### src/logic/pqs_pkg.sv
// Package for the egress priority queue scheduler: widths, reset values, carriers.
// Assumes a single switch clock; included by every design file of the block.
package pqs_pkg;

  // ----------------------------------------------------------------
  // Sizes
  // ----------------------------------------------------------------
  localparam int PQS_NUM_CLASSES = 4;
  localparam int PQS_NUM_PRIOS = 8;
  localparam int PQS_CLASS_W = 2;
  localparam int PQS_PRIO_W = 3;
  localparam int PQS_WEIGHT_W = 4;
  localparam int PQS_DEPTH = 8;

  // ----------------------------------------------------------------
  // Reset values
  // ----------------------------------------------------------------
  // Entry n of the table sits at bits [2n+1:2n]; priorities 7..0 map to 3,3,2,2,0,1,1,0.
  localparam logic [15:0] PQS_MAP_RESET = 16'hFA14;
  localparam logic [2:0] PQS_DEFAULT_PRIO_RESET = 3'h0;
  localparam logic [3:0] PQS_WEIGHT_RESET = 4'h1;
  localparam logic [3:0] PQS_STRICT_RESET = 4'hF;

  // ----------------------------------------------------------------
  // Carriers
  // ----------------------------------------------------------------
  typedef struct packed {
    logic tagged_prio;
    logic [2:0] prio;
    logic [15:0] frame_id;
  } pqs_frame_type;

  typedef struct packed {
    logic [1:0] traffic_class_index;
    logic [15:0] frame_id;
  } pqs_tx_type;

endpackage : pqs_pkg

### src/logic/pqs_scheduler.sv
// Egress priority queue scheduler for one switch port: priority to class mapping,
// four class queues, and a strict / weighted round robin picker feeding transmit.
// Assumes configuration ports are quasi-static levels and the transmit path accepts
// one descriptor per cycle when tx_ready is high.
`timescale 1ns/1ps
`default_nettype none

// Summary of operation
// - Four egress classes 0..3 exist per port, class 3 ranking highest and class 0 lowest.
// - A programmable table holds one class entry for each user priority 0 through 7.
// - Each received frame goes into the class that the table gives for its priority.
// - After reset priorities 0 and 3 map to class 0 and priorities 1 and 2 to class 1.
// - After reset priorities 4 and 5 map to class 2 and priorities 6 and 7 to class 3.
// - Each class selects strict or weighted mode, and strict classes drain highest first.
// - A weighted class uses a 4-bit weight from 0 to 15.
// - The weight matters only in weighted mode and is ignored in strict mode.
// - A weighted class with weight 0 is never selected and acts closed.
// - An untagged frame takes the port default priority before the class lookup.
module pqs_scheduler
  import pqs_pkg::*;
#(
  parameter int DEPTH = PQS_DEPTH
) (
  // Clock and reset
  input wire logic clk,
  input wire logic rstn,
  // Configuration
  input wire logic map_we,
  input wire logic [2:0] map_prio,
  input wire logic [1:0] map_class,
  input wire logic [2:0] default_prio,
  input wire logic [3:0] strict_mode,
  input wire logic [15:0] weights,
  // Arriving frames
  input wire logic rx_valid,
  input wire pqs_frame_type rx_frame,
  output logic rx_ready,
  // Transmit path
  output logic tx_valid,
  output pqs_tx_type tx_desc,
  input wire logic tx_ready,
  // Status
  output logic [15:0] class_map,
  output logic [3:0] class_nonempty
);

  if (DEPTH < 2) begin : g_depth_check
    $error("pqs_scheduler: DEPTH must be at least 2");
  end

  // ----------------------------------------------------------------
  // Priority to class table
  // ----------------------------------------------------------------
  logic [15:0] map_table;

  always_ff @(posedge clk or negedge rstn) begin
    if (!rstn) begin
      map_table <= PQS_MAP_RESET;
    end else if (map_we) begin
      map_table[2*map_prio +: 2] <= map_class;
    end
  end

  // ----------------------------------------------------------------
  // Classification
  // ----------------------------------------------------------------
  // The class is resolved at enqueue, so a later table write only steers new frames.
  logic [2:0] eff_prio;
  logic [1:0] rx_class;
  logic [3:0] q_full;
  logic [3:0] q_empty;
  logic [3:0] q_push;
  logic [3:0] q_pop;
  logic [15:0] q_head [PQS_NUM_CLASSES];

  assign eff_prio = rx_frame.tagged_prio ? rx_frame.prio : default_prio;
  assign rx_class = map_table[2*eff_prio +: 2];
  // Ready stays combinational: it must follow the class of the frame on offer, and a
  // registered copy could only refuse whenever any class is full, starving the others.
  assign rx_ready = !q_full[rx_class];

  always_comb begin
    q_push = '0;
    q_push[rx_class] = rx_valid && !q_full[rx_class];
  end

  // ----------------------------------------------------------------
  // Class queues
  // ----------------------------------------------------------------
  genvar gi;
  generate
    for (gi = 0; gi < PQS_NUM_CLASSES; gi++) begin : g_queue
      pqs_class_queue #(
        .WIDTH(16),
        .DEPTH(DEPTH)
      ) u_queue (
        .clk(clk),
        .rstn(rstn),
        .push(q_push[gi]),
        .push_data(rx_frame.frame_id),
        .pop(q_pop[gi]),
        .head(q_head[gi]),
        .empty(q_empty[gi]),
        .full(q_full[gi])
      );
    end
  endgenerate

  // ----------------------------------------------------------------
  // Selection
  // ----------------------------------------------------------------
  // A pick is made only when the output slot is free or being taken this cycle.
  logic slot_free;
  logic [3:0] eligible;
  logic [3:0] wrr_open;
  logic [3:0] credit_left;
  logic [1:0] rr_ptr;
  logic [3:0] credit [PQS_NUM_CLASSES];
  logic pick_valid;
  logic pick_is_wrr;
  logic [1:0] pick_class;
  logic [1:0] cand;

  assign slot_free = !tx_valid || tx_ready;

  always_comb begin
    for (int i = 0; i < PQS_NUM_CLASSES; i++) begin
      wrr_open[i] = !strict_mode[i] && (weights[4*i +: 4] != 4'h0);
      credit_left[i] = credit[i] != 4'h0;
      eligible[i] = !q_empty[i] && (strict_mode[i] || wrr_open[i]);
    end
  end

  always_comb begin
    pick_valid = 1'b0;
    pick_is_wrr = 1'b0;
    pick_class = 2'h0;
    cand = 2'h0;
    // Strict classes first, highest index wins.
    for (int i = 0; i < PQS_NUM_CLASSES; i++) begin
      if (eligible[i] && strict_mode[i]) begin
        pick_valid = 1'b1;
        pick_class = 2'(i);
      end
    end
    // Otherwise rotate from the round robin pointer among open weighted classes.
    if (!pick_valid) begin
      for (int k = PQS_NUM_CLASSES - 1; k >= 0; k--) begin
        cand = rr_ptr + 2'(k);
        if (eligible[cand]) begin
          pick_valid = 1'b1;
          pick_is_wrr = 1'b1;
          pick_class = cand;
        end
      end
    end
  end

  always_comb begin
    q_pop = '0;
    q_pop[pick_class] = pick_valid && slot_free;
  end

  // ----------------------------------------------------------------
  // Weighted round robin credits
  // ----------------------------------------------------------------
  // Credit counts frames left in this round; it reloads from the weight when the
  // class first gets service, so a weight change applies from the next round.
  logic [3:0] cur_credit;

  assign cur_credit = credit_left[pick_class] ? credit[pick_class] : weights[4*pick_class +: 4];

  always_ff @(posedge clk or negedge rstn) begin
    if (!rstn) begin
      rr_ptr <= 2'h0;
      for (int i = 0; i < PQS_NUM_CLASSES; i++) begin
        credit[i] <= 4'h0;
      end
    end else if (pick_valid && pick_is_wrr && slot_free) begin
      if (cur_credit == 4'h1) begin
        credit[pick_class] <= 4'h0;
        rr_ptr <= pick_class + 2'h1;
      end else begin
        credit[pick_class] <= cur_credit - 4'h1;
        rr_ptr <= pick_class;
      end
    end
  end

  // ----------------------------------------------------------------
  // Transmit output
  // ----------------------------------------------------------------
  always_ff @(posedge clk or negedge rstn) begin
    if (!rstn) begin
      tx_valid <= 1'b0;
      tx_desc <= '0;
    end else if (slot_free) begin
      tx_valid <= pick_valid;
      if (pick_valid) begin
        tx_desc.traffic_class_index <= pick_class;
        tx_desc.frame_id <= q_head[pick_class];
      end
    end
  end

  // ----------------------------------------------------------------
  // Status
  // ----------------------------------------------------------------
  always_ff @(posedge clk or negedge rstn) begin
    if (!rstn) begin
      class_map <= PQS_MAP_RESET;
      class_nonempty <= 4'h0;
    end else begin
      class_map <= map_table;
      class_nonempty <= ~q_empty;
    end
  end

endmodule // pqs_scheduler

`default_nettype wire

### src/logic/pqs_class_queue.sv
// One per-class frame descriptor queue.
// Assumes push is only raised while not full and pop only while not empty.
`timescale 1ns/1ps
`default_nettype none

module pqs_class_queue
  import pqs_pkg::*;
#(
  parameter int WIDTH = 16,
  parameter int DEPTH = PQS_DEPTH
) (
  // Clock and reset
  input wire logic clk,
  input wire logic rstn,
  // Fill side
  input wire logic push,
  input wire logic [WIDTH-1:0] push_data,
  // Drain side
  input wire logic pop,
  output logic [WIDTH-1:0] head,
  output logic empty,
  output logic full
);

  localparam int AW = $clog2(DEPTH);

  if (DEPTH < 2 || (1 << AW) != DEPTH) begin : g_depth_check
    $error("pqs_class_queue: DEPTH must be a power of two, at least 2");
  end

  logic [WIDTH-1:0] mem [DEPTH];
  logic [AW:0] wr_ptr;
  logic [AW:0] rd_ptr;

  always_ff @(posedge clk) begin
    if (push) begin
      mem[wr_ptr[AW-1:0]] <= push_data;
    end
  end

  always_ff @(posedge clk or negedge rstn) begin
    if (!rstn) begin
      wr_ptr <= '0;
      rd_ptr <= '0;
    end else begin
      if (push) begin
        wr_ptr <= wr_ptr + 1'b1;
      end
      if (pop) begin
        rd_ptr <= rd_ptr + 1'b1;
      end
    end
  end

  assign head = mem[rd_ptr[AW-1:0]];
  assign empty = (wr_ptr == rd_ptr);
  assign full = (wr_ptr[AW-1:0] == rd_ptr[AW-1:0]) && (wr_ptr[AW] != rd_ptr[AW]);

endmodule // pqs_class_queue

`default_nettype wire

### config.mk
export PLATFORM = sky130hd
export DESIGN_NAME = pqs_scheduler
export DESIGN_NICKNAME = d
export VERILOG_FILES = /design/src/logic/pqs_pkg.sv /design/src/logic/pqs_scheduler.sv /design/src/logic/pqs_class_queue.sv
export SDC_FILE = /design/constraint.sdc
export NUM_CORES = 1
export LEC_CHECK = 0
export BUFFER_PORTS_ARGS = -buffer_cell sky130_fd_sc_hd__buf_4
export CAP_MARGIN = 20
export CORE_MARGIN = 3
export CORE_UTILIZATION = 49
export CTS_CLUSTER_DIAMETER = 80
export DETAILED_ROUTE_END_ITERATION = 7
export GPL_TIMING_DRIVEN = 0
export PLACE_DENSITY = 0.62
export SETUP_SLACK_MARGIN = 0.5
export SYNTH_ARGS = -nofsm -noshare
export SYNTH_HDL_FRONTEND = slang
export SYNTH_SLANG_ARGS = --single-unit
### constraint.sdc
create_clock -name clk -period 12.18 [get_ports clk]
set_input_delay 0.609 -clock clk [delete_from_list [all_inputs] [get_ports clk]]
set_output_delay 0.609 -clock clk [all_outputs]
set_load 0.1 [all_outputs]
Word-level counts from Yosys, hierarchy flattened

Memories as Yosys holds them, arrays and structs flattened.
Cells that the tools add are included.

Memories: 4
Word-level logic and storage cells: 173
Output and inout port bits: 40
Input port bits: 53
RAM bits: 512
Bits in latches: 0
Memory bits (read-only): 0
Register bits: 105

Add/sub/neg operators: 14
Magnitude comparators: 10
Multipliers: 0
Reduce and logical (&&, ||, !) cells: 47
Equal/unequal tests: 13
Shift operators: 4
Multiplexer cells: 56
Divide/modulo/power cells: 0
Bitwise gates (word level): 6

Memory list:

| memory                 | words | width | read ports | clocked after Yosys merged registers in | write ports | line                  | text |
|---|---|---|---|---|---|---|---|
| g_queue[0].u_queue.mem | 8     | 16    | 1          | 0                                       | 1           | pqs_class_queue.sv:31 | `logic [WIDTH-1:0] mem [DEPTH];` |
| g_queue[1].u_queue.mem | 8     | 16    | 1          | 0                                       | 1           | pqs_class_queue.sv:31 |  |
| g_queue[2].u_queue.mem | 8     | 16    | 1          | 0                                       | 1           | pqs_class_queue.sv:31 |  |
| g_queue[3].u_queue.mem | 8     | 16    | 1          | 0                                       | 1           | pqs_class_queue.sv:31 |  |

Operator list:

| operator                | number |
|---|---|
| $mux 16                 | 3 |
| $neg 4->34              | 1 |
| $shift 2x34->16 const A | 1 |
| $shiftx 2x34->16        | 1 |
| $add 4x1->4 const B     | 8 |
| $bmux 16 s2             | 1 |
| $bwmux 16               | 2 |
| $reduce_bool 4->1       | 8 |
| $mux 1                  | 27 |
| $logic_and 1x1->1       | 23 |
| $lt 2x3->1 const B      | 6 |
| $and 16x16->16          | 1 |
| $eq 4x4->1              | 4 |
| $mux 2                  | 8 |
| $mux 4                  | 4 |
| $not 16->16             | 1 |
| $shiftx 16x5->2         | 1 |
| $shiftx 16x5->4         | 1 |
| $bmux 1 s2              | 6 |
| $eq 3x3->1              | 4 |
| $logic_not 1->1         | 10 |
| $and 4x4->4             | 2 |
| $bmux 4 s2              | 1 |
| $demux 4 s2             | 1 |
| other kinds (14)        | 25 |

Longest topological paths before layout

Depth in word-level cells: 21
Gate-level depth with buffers: 21
Gate-level depth less buffers: 16

Cells and area by module

Synthesis repeated with hierarchy kept, for this count alone.

Cell total of the unflattened synthesis: 1387
Area total of the unflattened synthesis: 25545.8 µm²

Modules (own cells, without submodules):

| module          | area an instance (µm²) | instances | cells an instance | seq. area each (µm²) |
|---|---|---|---|---|
| pqs_class_queue | 5346.4                 | 4         | 229               | 4043.9 |
| pqs_scheduler   | 4160.2                 | 1         | 471               | 1846.8 |

Least setup slack after synthesis

OpenSTA, ideal clock, no wires.

Kind: input-to-output
Start: in rx_frame[19] in the netlist's numbering
End: out rx_ready
Slack: 7.158 ns
Data arrival time: 4.413 ns
Stages: 5
Required time: 11.571 ns
Cells stage by stage: mux2i_1 > mux4_2 > mux2i_1 > mux2_2 > o21ai_0

Cells in the longest elaborated chain, start to end: 5

RTL lines:

| what                         | line                | text |
|---|---|---|
| start, declared              | pqs_scheduler.sv:36 | `input wire pqs_frame_type rx_frame,` |
| $mux 3                       | pqs_scheduler.sv:76 | `assign eff_prio = rx_frame.tagged_prio ? rx_frame.prio : default_prio;` |
| $shiftx 16x5->2              | pqs_scheduler.sv:77 | `assign rx_class = map_table[2*eff_prio +: 2];` |
| $bmux 1 s2                   | pqs_scheduler.sv:80 | `assign rx_ready = !q_full[rx_class];` |
| $mux 1 (not written as such) | pqs_scheduler.sv:80 |  |
| $logic_not 1->1              | pqs_scheduler.sv:80 |  |
| end, declared                | pqs_scheduler.sv:37 | `output logic rx_ready,` |

Every way passes these cells. The select of a mux whose other input is x is not followed.

Final worst setup path

Start: reg g_queue[3].u_queue.rd_ptr[1]
End: reg credit[7] in the netlist's numbering

Cells in the longest elaborated chain, start to end: 18
Elaborated cells between the ends (all ways): 46

RTL lines:

| what                                                 | line                  | text |
|---|---|---|
| start, declared                                      | pqs_class_queue.sv:33 | `logic [AW:0] rd_ptr;` |
| start signal, assigned                               | pqs_class_queue.sv:50 | `rd_ptr <= rd_ptr + 1'b1;` |
| $eq 4x4->1 (*)                                       | pqs_class_queue.sv:56 | `assign empty = (wr_ptr == rd_ptr);` |
| $logic_not 1->1 (*)                                  | pqs_scheduler.sv:130  | `eligible[i] = !q_empty[i] && (strict_mode[i] \|\| wrr_open[i]);` |
| $logic_and 1x1->1 (*)                                | pqs_scheduler.sv:130  |  |
| branches (longest 15 deep; another with $sub 4x1->4) | --                    |  |
| end signal, assigned by index                        | pqs_scheduler.sv:184  | `credit[pick_class] <= cur_credit - 4'h1;` |
| end, declared                                        | pqs_scheduler.sv:118  | `logic [3:0] credit [PQS_NUM_CLASSES];` |

Every way passes the cells marked *. The select of a mux whose other input is x is not followed.
A chain may end at the register's enable or synchronous reset.

==> results.md <==
| Stage | Quantity | This run |
|---|---|---|
| drt | Number of nets with antenna violations after routing | 0 |
| timing | Total Neg Setup Slack | 0 ns |
| placed design | Final GP Congestion | 0.8520 |
| drt | Detailed-route DRC error count | 0 |
| drt | Vias per std cell | 5.802 |
| worst setup path | CP cell instances | clkbuf_1 -> xor2_1 -> or4b_1 -> o21a_1 -> a22o_1 -> a221o_1 -> a21bo_2 -> inv_2 -> buf_2 -> clkbuf_1 -> clkbuf_1 -> ha_1 -> nand2_1 -> and2_1 -> o32a_1 |
| synthesis | Cell variety after synth | 51 |
| global route | Met3 layer usage reported by global route | 4.142% |
| global route | Grt met1 use | 32.88% |
| synthesis | Seq/Total Area, Yosys | 72.30% |
| pwr | Leak pwr | 0.009999 uW |
| global route | Pin count of the biggest net entering global routing | 62 |
| global route | Global-route met2 utilization | 34.14% |
| die | Cell row count | 82 |
| synthesis | Count leader, synth | sky130_fd_sc_hd__edfxtp_1 |
| synthesis | Synth Area per Inst | 18.08 sq um |
| cts | Clock transition at path regs | 0.06 ns |
| synthesis | Synthesized Nets | 1451 |
| cells and area | Share of layout cells above drive strength 1 | 27.49% |
| cts | Sinks on Clock Net | 617 |
| pwr | PwrDens | 236.4 nW/um^2 |
| global route | Number of global-route vias before repair | 13750 |
| cts | H-tree Lvls | 3 |
| cells and area | Area growth from synthesis to final layout | 16.80% |
| drt | Violation count after the first detailed-routing iteration | 1183 |
| cts | Clk Latency, worst-skew pair | 0.59 ns |
| timing | Crit share post-route | 43.78% |
| cts | Setup bufs post-CTS | 0 |
| cts | Cells resized by post-CTS repair | 0 |
| placed design | Count of buffers inserted at the top-level ports | 92 |
| placed design | HPWL after DPL | 38540 um |
| die | Placeable core region | 50170 sq um |
| cts | Cell chosen for the clock root | sky130_fd_sc_hd__clkbuf_16 |
| die | Die Y-Extent | 231.6 um |
| drt | Number of vias in the routed layout | 13330 |
| drt | Wirelength per Cell | 25.31 um |
| cells and area | Final Core Density | 58.03% |
| worst setup path | CP Buf/Inv Count | 5 |
| global route | Overall track demand over capacity in global routing | 22.28% |
| synthesis | Share of synthesized flip-flops with an asynchronous set or reset | 17.02% |
| pwr | Total design power | 6884 uW |
| timing | Final number of setup-violating endpoints | 0 |
| global route | Antenna violations before repair | 1 |
| drt | Sum of routed wire length over all layers | 58170 um |
| worst setup path | CP peak stage delay | 0.69 ns |
| die | Effective utilization at floorplan | 49.69% |
| outcome | Status | complete, no violations |
| global route | Remaining global-route overflow | 0 |
| pwr | Power dissipated by switching net loads | 2426 uW |
| synthesis | Synthesized netlist cell count | 1379 |
| worst setup path | Nature of the critical path startpoint | flip-flop |
| pwr | Clock group share of total power | 27.8% |
| worst setup path | Required arrival time at the worst endpoint | 12.65 ns |
| pwr | Internal portion of total power | 4457 uW |
| synthesis | Synth cell count leaders | sky130_fd_sc_hd__edfxtp_1 (512), sky130_fd_sc_hd__mux4_2 (132), sky130_fd_sc_hd__nand2_1 (102) |
| global route | Most heavily used metal layer in global routing | met2 |
| synthesis | Synthesis-stage register bit count | 617 |
| synthesis | Largest cells by area after synthesis | sky130_fd_sc_hd__edfxtp_1 (62%), sky130_fd_sc_hd__mux4_2 (12%), sky130_fd_sc_hd__dfrtp_1 (8.9%) |
| worst setup path | Critical path type | flip-flop to flip-flop |
| timing | Final critical-path required period | 5.332 ns |
| cells and area | Final net count | 1644 |
| worst setup path | Critical path's top delay family | buffers and inverters |
| worst setup path | Critical-path maximum fanout | 11 |
| die | Width of the die | 231.6 um |
| pwr | Highest ir drop seen on vdd | 0.0001388 V |
| synthesis | Number of enable flip-flop cells after synthesis | 512 |
| timing | RSZ-0062 raised after global routing | false |
| synthesis | Cell type contributing the most total cell area after synthesis | sky130_fd_sc_hd__edfxtp_1 |
| cts | # hold bufs at CTS | 0 |
| worst setup path | Worst-path cell with the longest stage delay | sky130_fd_sc_hd__or4b_1 |
| drt | First-pass detailed-route iteration total | 5 |
| cts | Number of buffers inserted during clock tree synthesis | 66 |
| timing | Upper clock frequency limit | 187.5 MHz |
| synthesis | Cell area after technology mapping | 24930 sq um |
| pwr | Sequential group share of total power | 38.0% |
| worst setup path | Capturing element type of the critical path | flip-flop |
| cts | CTS tree | built |
| min path | Worst hold-check path type | input pin to asynchronous set/reset pin |
| synthesis | Primary flip-flop cell chosen by synthesis mapping | sky130_fd_sc_hd__edfxtp_1 |
| global route | First-pass GRT wire length | 87440 um |
| timing | Final Hold Violating Endpoints | 0 |
| synthesis | Count of warnings emitted by yosys | 0 |
| die | Number of ports placed on the die boundary | 93 |
| timing | Relative max-transition margin | 34.51% |
| pwr | Sw frac | 35.25% |
| job | Count of max-cap constraint violations | 0 |
| synthesis | Share of Yosys cell area claimed by the top area cell type | 61.68% |
| cells and area | Number of diodes added for antenna fixing | 0 |
| pwr | Power share of the combinational group | 34.2% |
| timing | Worst setup skew after layout | 0.01592 ns |
| die | Area of the die | 53620 sq um |
| timing | Slew Limit Fails | 0 |
| cts | Clock Path Buffers | 3 |
| worst setup path | Most frequent cell on the critical path | sky130_fd_sc_hd__clkbuf_1 |
| worst setup path | Arrival time of data at the critical path endpoint | 5.80 ns |
| timing | Worst slew pin tran | 0.9812 ns |
==> per-stage QoR <==
step	cells	area (sq um)	setup WS (ns)	hold WS, ns
final	2298	29120	6.848	0.03308
after CTS	2298	29120	6.863	0.03462
after global routing	2298	29120	6.490	0.09329
after floorplan	1379	24930	7.158	0.3134
after global placement	2143	26460	6.350	0.3671
after detailed placement	2176	27030	6.876	0.3681
==> worst reg2reg max path, delay by kind of cell (launching register included) <==
kind / cells / cell delay (ns)
adders and majority gates: 1 / 0.50
and+or+nand+nor: 3 / 1.17
AOI/OAI and AO/OA: 5 / 1.35
DFF: 1 / 0.34
buffers and inverters: 5 / 1.71
xor gates and xnor gates: 1 / 0.14
==> power groups by stage <==
| stage | clock network (uW) | logic (uW) | registers, uW |
|---|---|---|---|
| 3_3_place_gp | 0 | 2310 | 2650 |
| 5_1_grt | 2030 | 2550 | 2630 |
| 6_report | 1910 | 2350 | 2620 |
| 4_1_cts | 1950 | 2380 | 2620 |
| 3_5_place_dp | 0 | 2370 | 2660 |
| 2_1_floorplan | 0 | 1400 | 2880 |
==> cell usage in the layout, fill, tap and decap left out, types with 7 or more instances in the layout <==
master / synthesis / routed
sky130_fd_sc_hd__a211oi_1: 51 / 51
sky130_fd_sc_hd__a21oi_1: 48 / 48
sky130_fd_sc_hd__buf_1: 12 / 12
sky130_fd_sc_hd__buf_2: 10 / 10
sky130_fd_sc_hd__buf_4: 2 / 94
sky130_fd_sc_hd__buf_6: 0 / 12
sky130_fd_sc_hd__buf_8: 0 / 19
sky130_fd_sc_hd__clkbuf_1: 47 / 64
sky130_fd_sc_hd__clkbuf_16: 0 / 68
sky130_fd_sc_hd__clkinv_1: 0 / 7
sky130_fd_sc_hd__clkinv_2: 0 / 15
sky130_fd_sc_hd__dfrtp_1: 89 / 89
sky130_fd_sc_hd__dfstp_2: 16 / 16
sky130_fd_sc_hd__edfxtp_1: 512 / 512
sky130_fd_sc_hd__ha_1: 19 / 19
sky130_fd_sc_hd__inv_1: 11 / 11
sky130_fd_sc_hd__mux2_2: 21 / 21
sky130_fd_sc_hd__mux2i_1: 43 / 43
sky130_fd_sc_hd__mux4_2: 132 / 132
sky130_fd_sc_hd__nand2_1: 102 / 102
sky130_fd_sc_hd__nand2b_1: 11 / 11
sky130_fd_sc_hd__nand3_1: 25 / 25
sky130_fd_sc_hd__nor2_1: 43 / 19
sky130_fd_sc_hd__nor2_2: 0 / 24
sky130_fd_sc_hd__nor2b_1: 37 / 37
sky130_fd_sc_hd__nor3_2: 0 / 8
sky130_fd_sc_hd__o21ai_0: 26 / 26
sky130_fd_sc_hd__o31ai_1: 12 / 12
sky130_fd_sc_hd__xnor2_1: 20 / 20
sky130_fd_sc_hd__xor2_1: 19 / 19
==> flip-flops by register name (all words and copies together) (netlist names) <==
| name | flops |
|---|---|
| class_nonempty | 4 |
| map_table | 16 |
| rr_ptr | 2 |
| credit | 16 |
| tx_valid | 1 |
| g_queue.u_queue.wr_ptr | 16 |
| g_queue.u_queue.mem | 512 |
| class_map | 16 |
| tx_desc | 18 |
| g_queue.u_queue.rd_ptr | 16 |
==> cell type report <==
type | count | area [sq um]
Buffer | 71 | 286.5
Clock buffer | 89 | 1821
Clock inverter | 33 | 260.3
Fill cell | 3772 | 21060
Inverter | 13 | 48.80
Multi-Input combinational cell | 678 | 6670
Sequential cell | 617 | 18020
Tap cell | 672 | 840.8
Timing Repair Buffer | 125 | 1166
==> path summary, 6_finish.rpt <==
path	start	slack, ns	to	cells past startpoint
worst min register to register	map_table[2]	0.37	class_map[2]	0
worst max-delay path	g_queue[3].u_queue.rd_ptr[1]	6.85	credit[7]	15
worst max register to register	g_queue[3].u_queue.rd_ptr[1]	6.85	credit[7]	15
max in group asynchronous	rstn	11.34	credit[12]	2
worst min-delay path	rstn	0.03	map_table[1]	1
min in group clk	map_class[0]	0.29	map_table[0]	2
==> cells by family after synthesis <==
logic type | after synthesis | synth area share [%]
AOI/OAI and AO/OA | 164 | 4.462
xor gates and xnor gates | 39 | 1.370
adders and majority gates | 19 | 0.9537
buffers and inverters | 84 | 1.345
DFF | 617 | 72.30
muxes | 196 | 14.60
and+or+nand+nor | 260 | 4.969
==> metal layers <==
layer  wire [um]  part of all wire [%]  up-vias
met4        1205                   2.1        0
li1            -                     -     5881
met5           0                     0        -
met1       25940                    45     6929
met2       27160                    47      457
met3        3868                   6.6       65
No activity file was read; power rests on OpenSTA's default activity.
